$ cat src/inc/tcc_pkg.sv
// Shared constants and types of the timer with capture/compare unit.
// Assumes a word-addressed Avalon-MM slave whose address is a register index.
package tcc_pkg;

  // Register indices; the byte address of each is four times its index.
  localparam logic [7:0] TCC_IDX_CTRL     = 8'hc8;
  localparam logic [7:0] TCC_IDX_MODE     = 8'hc9;
  localparam logic [7:0] TCC_IDX_RCMP_LO  = 8'hca;
  localparam logic [7:0] TCC_IDX_RCMP_HI  = 8'hcb;
  localparam logic [7:0] TCC_IDX_CNT_LO   = 8'hcc;
  localparam logic [7:0] TCC_IDX_CNT_HI   = 8'hcd;
  localparam logic [7:0] TCC_IDX_CAP_CTL0 = 8'h92;
  localparam logic [7:0] TCC_IDX_CAP_EDGE = 8'h93;
  localparam logic [7:0] TCC_IDX_CAP_CTL2 = 8'h94;
  localparam logic [7:0] TCC_IDX_INT_EN   = 8'h9b;
  localparam logic [7:0] TCC_IDX_CAP_BASE = 8'he0;

  // Field positions.
  localparam int TCC_CTRL_FLAG    = 7;
  localparam int TCC_CTRL_RUN     = 2;
  localparam int TCC_CTRL_MODE    = 0;
  localparam int TCC_MODE_RELOAD_ENABLE_BIT    = 7;
  localparam int TCC_MODE_DIV_LO  = 4;
  localparam int TCC_MODE_CAPCLR  = 3;
  localparam int TCC_MODE_CMPCLR  = 2;
  localparam int TCC_MODE_TRIG_LO = 0;
  localparam int TCC_CAP_EN_LO    = 4;
  localparam int TCC_FILT_EN_LO   = 4;
  localparam int TCC_IE_EA        = 7;
  localparam int TCC_IE_CAPTURE_INTERRUPT_ENABLE      = 2;
  localparam int TCC_IE_ETMR      = 1;

  // Values after reset and fixed values.
  localparam logic [7:0]  TCC_RST_BYTE = 8'h00;
  localparam logic [15:0] TCC_CNT_ZERO = 16'h0000;
  localparam logic [15:0] TCC_CNT_MAX  = 16'hffff;
  localparam logic [31:0] TCC_RD_ZERO  = 32'h0000_0000;

  // Consecutive cycles a new input level must hold to pass the filter.
  localparam int TCC_FILT_CYCLES = 4;

  // Reload trigger encodings.
  localparam logic [1:0] TCC_TRIG_OVF = 2'h0;

  // Edge selection of one capture channel.
  typedef enum logic [1:0] {
    TCC_EDGE_RISE,
    TCC_EDGE_FALL,
    TCC_EDGE_ANY,
    TCC_EDGE_NONE
  } tcc_edge_e;

  // Configuration handed to one capture channel.
  typedef struct packed {
    logic      filt_en;
    tcc_edge_e edge_sel;
  } tcc_chan_cfg_s;

  // Avalon-MM request group.
  typedef struct packed {
    logic [7:0]  address;
    logic        read;
    logic        write;
    logic [31:0] writedata;
  } tcc_avm_req_s;

endpackage : tcc_pkg

$ cat src/core/tcc_chan.sv
// One capture input: three-stage synchroniser, glitch filter, edge detector.
// Assumes the pin is asynchronous to clk_i.
`timescale 1ns/1ps
`default_nettype none
module tcc_chan #(
  parameter int FILT_LEN = tcc_pkg::TCC_FILT_CYCLES
) (
  // Clock and reset.
  input  wire logic                   clk_i,
  input  wire logic                   rst_n_i,
  // Pin and configuration.
  input  wire logic                   pin_i,
  input  wire tcc_pkg::tcc_chan_cfg_s cfg_i,
  // Selected edge seen, one-cycle pulse.
  output logic                        evt_o
);
  import tcc_pkg::*;

  // The run counter has four bits, and a length of one would be no filter.
  if (FILT_LEN < 2 || FILT_LEN > 15) begin : g_bad_filt
    $error("tcc_chan: FILT_LEN out of range");
  end

  typedef struct packed {
    logic [2:0] sync;
    logic       stable;
    logic       filt;
    logic [3:0] run_len;
    logic       prev;
    logic       evt;
  } tcc_chan_st_s;

  tcc_chan_st_s st_ff;
  tcc_chan_st_s nxt_st;

  // Stage 1 only feeds stage 2; the agreed level comes from stages 2 and 3.
  always_comb begin
    nxt_st      = st_ff;
    nxt_st.sync = {st_ff.sync[1:0], pin_i};
    if (st_ff.sync[1] == st_ff.sync[2]) begin
      nxt_st.stable = st_ff.sync[2];
    end
    // A new level must persist FILT_LEN cycles before it is believed.
    if (!cfg_i.filt_en) begin
      nxt_st.filt    = st_ff.stable;
      nxt_st.run_len = 4'h0;
    end else if (st_ff.stable == st_ff.filt) begin
      nxt_st.run_len = 4'h0;
    end else if (st_ff.run_len == 4'(FILT_LEN - 1)) begin
      nxt_st.filt    = st_ff.stable;
      nxt_st.run_len = 4'h0;
    end else begin
      nxt_st.run_len = st_ff.run_len + 4'h1;
    end
    nxt_st.prev = st_ff.filt;
    case (cfg_i.edge_sel)
      TCC_EDGE_RISE: nxt_st.evt = st_ff.filt & ~st_ff.prev;
      TCC_EDGE_FALL: nxt_st.evt = ~st_ff.filt & st_ff.prev;
      TCC_EDGE_ANY:  nxt_st.evt = st_ff.filt ^ st_ff.prev;
      default:       nxt_st.evt = 1'b0;
    endcase
  end

  // State register.
  always_ff @(posedge clk_i or negedge rst_n_i) begin
    if (!rst_n_i) begin
      st_ff <= '0;
    end else begin
      st_ff <= nxt_st;
    end
  end

  assign evt_o = st_ff.evt;

endmodule // tcc_chan
`default_nettype wire

$ cat src/core/tcc_top.sv
// Timer with three-channel input capture and compare, Avalon-MM slave.
// Assumes a single 40 MHz clock and capture pins asynchronous to it.
`timescale 1ns/1ps
`default_nettype none
module tcc_top #(
  parameter int NCHAN    = 3,
  parameter int FILT_LEN = tcc_pkg::TCC_FILT_CYCLES
) (
  // Clock and reset.
  input  wire logic                  clk_i,
  input  wire logic                  rst_n_i,
  // Avalon-MM slave.
  input  wire logic [7:0]            avs_address_i,
  input  wire logic                  avs_read_i,
  input  wire logic                  avs_write_i,
  input  wire logic [31:0]           avs_writedata_i,
  output logic [31:0]                avs_readdata_o,
  output logic                       avs_waitrequest_o,
  // Capture pins.
  input  wire logic [NCHAN-1:0]      capture_pins_i,
  // Interrupt requests towards the interrupt controller.
  output logic                       timer_irq_o,
  output logic                       capture_irq_o
);
  import tcc_pkg::*;

  // The reload trigger select names channels one to three, nothing more.
  if (NCHAN != 3) begin : g_bad_nchan
    $error("tcc_top: reload trigger select serves exactly three channels");
  end

  // Divide ratio minus one for a prescaler code. A table is used rather than
  // a shift because the ratios do not form a clean power series.
  function automatic logic [8:0] div_limit(input logic [2:0] code);
    case (code)
      3'd0:    div_limit = 9'd0;
      3'd1:    div_limit = 9'd3;
      3'd2:    div_limit = 9'd15;
      3'd3:    div_limit = 9'd31;
      3'd4:    div_limit = 9'd63;
      3'd5:    div_limit = 9'd127;
      3'd6:    div_limit = 9'd255;
      default: div_limit = 9'd511;
    endcase
  endfunction

  // Whole state of the block. Control bits keep their own fields rather than
  // a raw byte, so reserved bits are never stored and always read as zero.
  // The ack bit is the single wait state of the bus; rdata holds read data
  // from the edge that takes a read until the next read is taken.
  typedef struct packed {
    logic                   flag;
    logic                   run;
    logic                   mode;
    logic [7:0]             mode_reg;
    logic [15:0]            rcmp;
    logic [15:0]            cnt;
    logic [8:0]             presc;
    logic [NCHAN-1:0]       cap_en;
    logic [NCHAN-1:0]       cap_flag;
    logic [2*NCHAN-1:0]     edge_cfg;
    logic [NCHAN-1:0]       filt_en;
    logic [NCHAN-1:0][15:0] cap;
    logic                   ie_ea;
    logic                   ie_capture_interrupt_enable;
    logic                   ie_etmr;
    logic                   ack;
    logic [31:0]            rdata;
  } tcc_state_s;

  // Registered state, its next value, the bus request and channel wiring.
  tcc_state_s       st_ff;
  tcc_state_s       nxt_st;
  tcc_avm_req_s     req;
  tcc_chan_cfg_s    chan_cfg [NCHAN];
  logic [NCHAN-1:0] chan_evt;
  logic [NCHAN-1:0] cap_evt;

  // The bus pins are gathered into one request group for the decode below.
  assign req = '{address:   avs_address_i,
                 read:      avs_read_i,
                 write:     avs_write_i,
                 writedata: avs_writedata_i};

  // One channel block per capture pin.
  // Each channel owns its synchroniser and filter, so a noisy pin cannot
  // disturb the timing of its neighbours.
  genvar gi;
  generate
    for (gi = 0; gi < NCHAN; gi++) begin : g_chan
      assign chan_cfg[gi] = '{st_ff.filt_en[gi],
                              tcc_edge_e'(st_ff.edge_cfg[2*gi +: 2])};
      tcc_chan #(
        .FILT_LEN (FILT_LEN)
      ) u_chan (
        .clk_i   (clk_i),
        .rst_n_i (rst_n_i),
        .pin_i   (capture_pins_i[gi]),
        .cfg_i   (chan_cfg[gi]),
        .evt_o   (chan_evt[gi])
      );
    end
  endgenerate

  // A channel that software has not enabled is simply ignored.
  // Masking here keeps a disabled channel from reloading or clearing too.
  assign cap_evt = chan_evt & st_ff.cap_en;

  // Counter, flags, capture and register file in one next-state process.
  always_comb begin
    // Per-cycle events and decode helpers; all are given values just below.
    logic        tick;
    logic        ovf;
    logic        match;
    logic        reload_evt;
    logic        capclr;
    logic        wr;
    logic [7:0]  wb;
    logic [31:0] rd;
    logic [1:0]  trig;
    tick       = 1'b0;
    ovf        = 1'b0;
    match      = 1'b0;
    reload_evt = 1'b0;
    capclr     = 1'b0;
    wr         = 1'b0;
    wb         = req.writedata[7:0];
    rd         = TCC_RD_ZERO;
    trig       = st_ff.mode_reg[TCC_MODE_TRIG_LO +: 2];
    nxt_st     = st_ff;

    // Prescaler runs only with the run bit so a stop freezes the prescaler and ticks.
    // A divider change mid-period acts at once, since the test is >=.
    if (st_ff.run) begin
      if (st_ff.presc >= div_limit(st_ff.mode_reg[TCC_MODE_DIV_LO +: 3])) begin
        nxt_st.presc = 9'd0;
        tick         = 1'b1;
      end else begin
        nxt_st.presc = st_ff.presc + 9'd1;
      end
    end
    ovf   = tick && (st_ff.cnt == TCC_CNT_MAX);
    match = tick && st_ff.mode && (st_ff.cnt == st_ff.rcmp);

    // Counting step; overflow wraps through the natural 16-bit sum.
    // A compare match is found on the tick that leaves the compare value.
    if (tick) begin
      nxt_st.cnt = st_ff.cnt + 16'h0001;
    end
    if (match && st_ff.mode_reg[TCC_MODE_CMPCLR]) begin
      nxt_st.cnt = TCC_CNT_ZERO;
    end

    // Reload event select and auto-clear in reload mode.
    // Capture auto-clear outranks reload, so a period count starts at zero.
    // In compare mode neither reload nor capture clear has any effect.
    if (!st_ff.mode) begin
      if (trig == TCC_TRIG_OVF) begin
        reload_evt = ovf;
      end else begin
        reload_evt = cap_evt[trig - 2'd1];
      end
      capclr = st_ff.mode_reg[TCC_MODE_CAPCLR] && (cap_evt != '0);
      if (capclr) begin
        nxt_st.cnt = TCC_CNT_ZERO;
      end else if (reload_evt && st_ff.mode_reg[TCC_MODE_RELOAD_ENABLE_BIT]) begin
        nxt_st.cnt = st_ff.rcmp;
      end
    end

    // Capture stores the count before any clear of this cycle.
    // Several channels may capture in one cycle; each keeps its own copy.
    for (int i = 0; i < NCHAN; i++) begin
      if (cap_evt[i]) begin
        nxt_st.cap[i] = st_ff.cnt;
      end
    end

    // Bus: one wait state; writes act on the edge that ends the request.
    // A write to a count byte lands after the counting step above, so
    // software wins over hardware for that byte; the other byte still counts.
    nxt_st.ack = (req.read || req.write) && !st_ff.ack;
    wr         = req.write && st_ff.ack;
    if (wr) begin
      case (req.address)
        TCC_IDX_CTRL: begin
          nxt_st.flag = wb[TCC_CTRL_FLAG];
          nxt_st.run  = wb[TCC_CTRL_RUN];
          nxt_st.mode = wb[TCC_CTRL_MODE];
        end
        TCC_IDX_MODE:     nxt_st.mode_reg   = wb;
        TCC_IDX_RCMP_LO:  nxt_st.rcmp[7:0]  = wb;
        TCC_IDX_RCMP_HI:  nxt_st.rcmp[15:8] = wb;
        // Byte writes can tear against a running count.
        TCC_IDX_CNT_LO:   nxt_st.cnt[7:0]   = wb;
        TCC_IDX_CNT_HI:   nxt_st.cnt[15:8]  = wb;
        TCC_IDX_CAP_CTL0: begin
          nxt_st.cap_en   = wb[TCC_CAP_EN_LO +: NCHAN];
          nxt_st.cap_flag = wb[NCHAN-1:0];
        end
        TCC_IDX_CAP_EDGE: nxt_st.edge_cfg = wb[2*NCHAN-1:0];
        TCC_IDX_CAP_CTL2: nxt_st.filt_en  = wb[TCC_FILT_EN_LO +: NCHAN];
        TCC_IDX_INT_EN: begin
          nxt_st.ie_ea   = wb[TCC_IE_EA];
          nxt_st.ie_capture_interrupt_enable = wb[TCC_IE_CAPTURE_INTERRUPT_ENABLE];
          nxt_st.ie_etmr = wb[TCC_IE_ETMR];
        end
        default: begin
        end
      endcase
    end

    // Hardware sets win over a software clear in the same cycle.
    // Software may also set a flag by writing a one, which eases testing.
    if (ovf || match) begin
      nxt_st.flag = 1'b1;
    end
    nxt_st.cap_flag = nxt_st.cap_flag | cap_evt;

    // Read data, latched on the first edge of a read; unmapped reads zero.
    // Reserved bit positions keep the zero that rd starts with.
    case (req.address)
      TCC_IDX_CTRL: begin
        rd[TCC_CTRL_FLAG] = st_ff.flag;
        rd[TCC_CTRL_RUN]  = st_ff.run;
        rd[TCC_CTRL_MODE] = st_ff.mode;
      end
      TCC_IDX_MODE:     rd[7:0] = st_ff.mode_reg;
      TCC_IDX_RCMP_LO:  rd[7:0] = st_ff.rcmp[7:0];
      TCC_IDX_RCMP_HI:  rd[7:0] = st_ff.rcmp[15:8];
      TCC_IDX_CNT_LO:   rd[7:0] = st_ff.cnt[7:0];
      TCC_IDX_CNT_HI:   rd[7:0] = st_ff.cnt[15:8];
      TCC_IDX_CAP_CTL0: begin
        rd[TCC_CAP_EN_LO +: NCHAN] = st_ff.cap_en;
        rd[NCHAN-1:0]              = st_ff.cap_flag;
      end
      TCC_IDX_CAP_EDGE: rd[2*NCHAN-1:0] = st_ff.edge_cfg;
      TCC_IDX_CAP_CTL2: rd[TCC_FILT_EN_LO +: NCHAN] = st_ff.filt_en;
      TCC_IDX_INT_EN: begin
        rd[TCC_IE_EA]   = st_ff.ie_ea;
        rd[TCC_IE_CAPTURE_INTERRUPT_ENABLE] = st_ff.ie_capture_interrupt_enable;
        rd[TCC_IE_ETMR] = st_ff.ie_etmr;
      end
      default: begin
        for (int i = 0; i < NCHAN; i++) begin
          if (req.address == TCC_IDX_CAP_BASE + 8'(2*i)) begin
            rd[7:0] = st_ff.cap[i][7:0];
          end
          if (req.address == TCC_IDX_CAP_BASE + 8'(2*i + 1)) begin
            rd[7:0] = st_ff.cap[i][15:8];
          end
        end
      end
    endcase
    if (req.read && !st_ff.ack) begin
      nxt_st.rdata = rd;
    end
  end

  // State register; everything clears on reset.
  // Control clears too, so the counter always starts stopped.
  always_ff @(posedge clk_i or negedge rst_n_i) begin
    if (!rst_n_i) begin
      st_ff <= '0;
    end else begin
      st_ff <= nxt_st;
    end
  end

  // Outputs. Waitrequest is combinational so the first cycle of a request
  // is held off at once. Interrupt requests are levels built from registered
  // flags and enables, so they drop the cycle after software clears a flag.
  assign avs_readdata_o    = st_ff.rdata;
  assign avs_waitrequest_o = (req.read || req.write) && !st_ff.ack;
  assign timer_irq_o       = st_ff.flag && st_ff.ie_etmr && st_ff.ie_ea;
  assign capture_irq_o     = (st_ff.cap_flag != '0) && st_ff.ie_capture_interrupt_enable
                             && st_ff.ie_ea;

endmodule // tcc_top
`default_nettype wire

$ cat config.mk
export PLATFORM = sky130hd
export DESIGN_NAME = tcc_top
export DESIGN_NICKNAME = d
export VERILOG_FILES = /design/src/inc/tcc_pkg.sv /design/src/core/tcc_chan.sv /design/src/core/tcc_top.sv
export SDC_FILE = /design/constraint.sdc
export NUM_CORES = 1
export LEC_CHECK = 0
export ABC_AREA = 1
export ABC_CLOCK_PERIOD_IN_PS = 5300
export BUFFER_PORTS_ARGS = -buffer_cell sky130_fd_sc_hd__buf_4
export CAP_MARGIN = 40
export CORE_UTILIZATION = 45
export DETAILED_ROUTE_END_ITERATION = 7
export GPL_ROUTABILITY_DRIVEN = 1
export PLACE_DENSITY_LB_ADDON = 0.1
export SETUP_SLACK_MARGIN = 0.05
export SLEW_MARGIN = 20
export SYNTH_ARGS = -nofsm -noshare
export SYNTH_HDL_FRONTEND = slang
export SYNTH_SLANG_ARGS = --single-unit
$ cat constraint.sdc
create_clock -name clk_i -period 5.3 [get_ports clk_i]
set_input_delay 1.06 -clock clk_i [delete_from_list [all_inputs] [get_ports clk_i]]
set_output_delay 1.06 -clock clk_i [all_outputs]
set_load 0.01 [all_outputs]
==> results.txt <==
----------------------------------------------------
[Run status]
  Status ... completed

[Finish]
  Commonest non-fill, non-tap cells in the layout ... sky130_fd_sc_hd__nand2_1 (397), sky130_fd_sc_hd__dfrtp_1 (160), sky130_fd_sc_hd__inv_1 (110)
  Share of cells above drive strength 1 ... about 9%
  Final net count ... 1275
  Leading cell type in the layout, fill and taps excluded ... sky130_fd_sc_hd__nand2_1
  Fill cell count ... 1951
  Antenna diode count ... 0
  Layout Cells excl Fill ... 1485
  Layout area overhead ... 10.7%

[Floorplan]
  Vertical die dimension ... approximately 140 um
  Core Rows ... slightly above 50
  Horiz. Die Dim ... 143 um
  Core region area ... 19500 um2
  Initial Utilization ... 46.0%
  Number of top-level design ports ... 82
  DIE AREA ... just over 20000 um2

[Setup path]
  Critical path class ... flop to flop
  Setup crit end kind ... flop
  Data arrival time of the critical path ... about 3.7 ns
  Worst EP required ... roughly 5.6 ns
  Worst reg2reg path depth ... 17
  Max Fanout on Critical Path ... 23
  Worst reg2reg path startpoint ... st_ff[145]
  Critical path startpoint category ... flop
  Capture instance of the worst register-to-register path ... st_ff[112]
  Worst reg-to-reg setup slack ... 1.92 ns

[Worst hold path]
  Number of cells on the worst hold path ... 0
  Launch instance of the worst min-delay path ... g_chan[1].u_chan.nxt_st[9]
  Path category of the worst min-delay check ... flop to flop
  Endpoint of the worst hold-timing path ... g_chan[1].u_chan.nxt_st[10]

[Timing]
  Setup TNS ... 0 ns
  Final slew viol count ... 0
  Post-route clock skew ... 0.00975 ns
  Period utilisation layout ... 63.7%
  Unrepaired setup endpoints after global routing ... no
  Fmax achieved ... slightly below 0.3 GHz
  Relative max-transition margin ... 47.3%
  Transition time at the pin with the least slew margin ... approximately 0.8 ns
  Setup-failing EPs final ... 0
  Crit path time final ... 3.38 ns
  Final hold violation count ... 0
  Final WS setup ... 1.92 ns

[Synth]
  Flip-flop and latch count after synthesis ... 160
  Synthesized netlist cell count ... roughly 1.2k
  Most common flop cell mapped by yosys ... sky130_fd_sc_hd__dfrtp_1
  Share of flip-flops with an asynchronous set or reset ... 100%
  Cell area after synthesis ... a little under 9000 um2
  Netlist cell types ... 44
  Proportion of synthesized chip area in sequential cells ... 44.8%
  YS warnings ... 0
  Post-synthesis area per instance ... between 7 and 8 um2
  Number of enable flip-flop cells after synthesis ... 0

[Pwr]
  Highest ir drop seen on vdd ... between 0.15 and 0.2 mV
  Ratio of total power to cell area ... 328 nW/um2
  LEAKAGE ... 4.85 nW

[Drt]
  Detailed router's first-iteration violation count ... approximately 630
  Post-detailed-route wirelength per cell ... 16.9 um
  Via count normalized by instance count ... 5.24
  Number of detailed-routing iterations run before antenna repair ... 5
  Vias after detailed routing ... roughly 7.8k
  Residual antenna-violating net count after detailed routing ... 0
  Post-detailed-route DRC marker count ... 0
  Routed Wire Length ... 25.0 mm

[Clocking]
  Post-CTS Setup Inserts ... 0
  Deepest level of the CTS H-tree ... 4
  Number of buffers added to fix hold violations after cts ... 0
  Count of instances resized after the clock tree is built ... 0
  Clk_lat worst skew ... around 0.43 ns
  Num Clock Sinks ... between 150 and 200
  Root cell of the clock tree ... sky130_fd_sc_hd__clkbuf_16
  Total CTS buffers ... 17
  Clock tree from TritonCTS ... yes
  Clock slew at reported path FFs ... around 0.070 ns
  CTS Buffer Depth ... 2

[GRT]
  Vias in the first global route ... 7270
  Maximum number of pins on one net before global-route repair ... 87
  Global-route wire length before repair ... 39.9 mm
  Overall Global Routing Usage ... 26.2%
  Initial antenna violation count ... 0
  Gr ovfl total ... 0

[Placed design]
  Post-Place Setup Slack ... 1.95 ns
  Final weighted congestion of routability-driven global placement ... ~0.96
  Dpl hpwl ... 17.9 mm
  Port Buffers ... 33
  Cells after DPL ... about 1.5k

[Flow run]
  Number of maximum-capacitance violations ... 0

----------------------------------------------------
## critical path, cell delays in order, from the launching register on
cell	delay, ns
sky130_fd_sc_hd__dfrtp_1	0.47
sky130_fd_sc_hd__a21oi_1	0.22
sky130_fd_sc_hd__a21boi_0	0.31
sky130_fd_sc_hd__ha_1	0.32
sky130_fd_sc_hd__nand2_1	0.08
sky130_fd_sc_hd__nand2_1	0.06
sky130_fd_sc_hd__nand2_1	0.06
sky130_fd_sc_hd__nand2_1	0.04
sky130_fd_sc_hd__nand2_1	0.08
sky130_fd_sc_hd__nand4_2	0.52
sky130_fd_sc_hd__nand2_1	0.65
sky130_fd_sc_hd__nand2_1	0.10
sky130_fd_sc_hd__nand2_1	0.08
sky130_fd_sc_hd__inv_1	0.04
sky130_fd_sc_hd__nand2_1	0.05
sky130_fd_sc_hd__nand2_1	0.05
sky130_fd_sc_hd__nand2_1	0.08
sky130_fd_sc_hd__nand2_1	0.05
## routing by layer
| metal | vias up | part of all wire (%) | track usage [%] |
|---|---|---|---|
| met2 | 247 | 46 | 41.1 |
| met1 | 3680 | 46 | 36.0 |
| li1 | 3821 | - | - |
| met3 | 37 | 5.9 | 4.90 |
| met4 | 0 | 2.8 | 10.0 |
| met5 | - | 0 | 0 |
## flip-flops by register name, indices dropped and copies added (netlist names)
name	cells
chan_cfg	9
g_chan.u_chan.nxt_st	9
st_ff	110
avs_readdata_o	8
g_chan.u_chan.evt_o	3
g_chan.u_chan.st_ff	21
## final cells by class
cell class | count | area (um2) | share of cell area, %
timing repair buffer | 40 | 344 | 3.47
clock buffer | 19 | 443 | 4.47
multi-input combinational | 871 | 4200 | 42.4
tap | 265 | 332 | 3.35
clock inverter | 13 | 143 | 1.44
sequential | 160 | 4000 | 40.4
inverter | 117 | 439 | 4.44
## logic make-up (layout without fill, tap and decap cells)
group / count (synthesis) / count (layout) / share of synthesized area, %
other: 1 / 24 / 0.0419
AND/OR/NAND/NOR: 651 / 651 / 31.5
buffers and inverters: 176 / 189 / 9.29
AO/OA/AOI/OAI: 153 / 153 / 9.31
adder cells (fa/ha/maj): 24 / 24 / 3.27
flip-flops: 160 / 160 / 44.8
XOR/XNOR: 19 / 19 / 1.86
## cell usage after synthesis (14+ instances only)
library cell,instances,share of area [%]
sky130_fd_sc_hd__a21oi_1,22,1.2
sky130_fd_sc_hd__nand2_1,397,17
sky130_fd_sc_hd__nand4_1,26,1.8
sky130_fd_sc_hd__nand3_1,82,4.6
sky130_fd_sc_hd__ha_1,21,2.9
sky130_fd_sc_hd__o22ai_1,15,1.0
sky130_fd_sc_hd__o21ai_0,97,5.4
sky130_fd_sc_hd__inv_1,110,4.6
sky130_fd_sc_hd__dfrtp_1,160,45
sky130_fd_sc_hd__clkbuf_1,14,0.59
sky130_fd_sc_hd__buf_4,35,2.9
sky130_fd_sc_hd__nor2_1,94,3.9
## report_power, final
part	total [mW]	leakage (nW)	switching (mW)	internal, mW
sequential	1.43	2.13	0.122	1.31
combinational	0.574	2.43	0.390	0.184
clock	1.24	0.286	0.563	0.679
## how the worst max path moves through the flow
stage,startpoint,to,slack (ns)
finish,st_ff[145],st_ff[112],1.92
global route,st_ff[145],st_ff[112],1.58
CTS,st_ff[145],st_ff[112],1.90
detailed placement,st_ff[145],st_ff[112],1.95
global placement,st_ff[145],st_ff[113],1.98
floorplan,avs_write_i,avs_waitrequest_o,2.97
## stage by stage
stage | instance area (um2) | util (%) | hold WS [ns] | power [mW]
after floorplan | 9030 | - | 0.331 | 1.81
after global placement | 9260 | 47.6 | 0.333 | 2.01
after detailed placement | 9290 | 47.7 | 0.336 | 2.01
after CTS | 9870 | 50.7 | 0.350 | 3.25
after global routing | 9900 | 50.9 | 0.354 | 3.39
final | 9900 | 50.9 | 0.345 | 3.25
(Power assumes the default switching activity.)
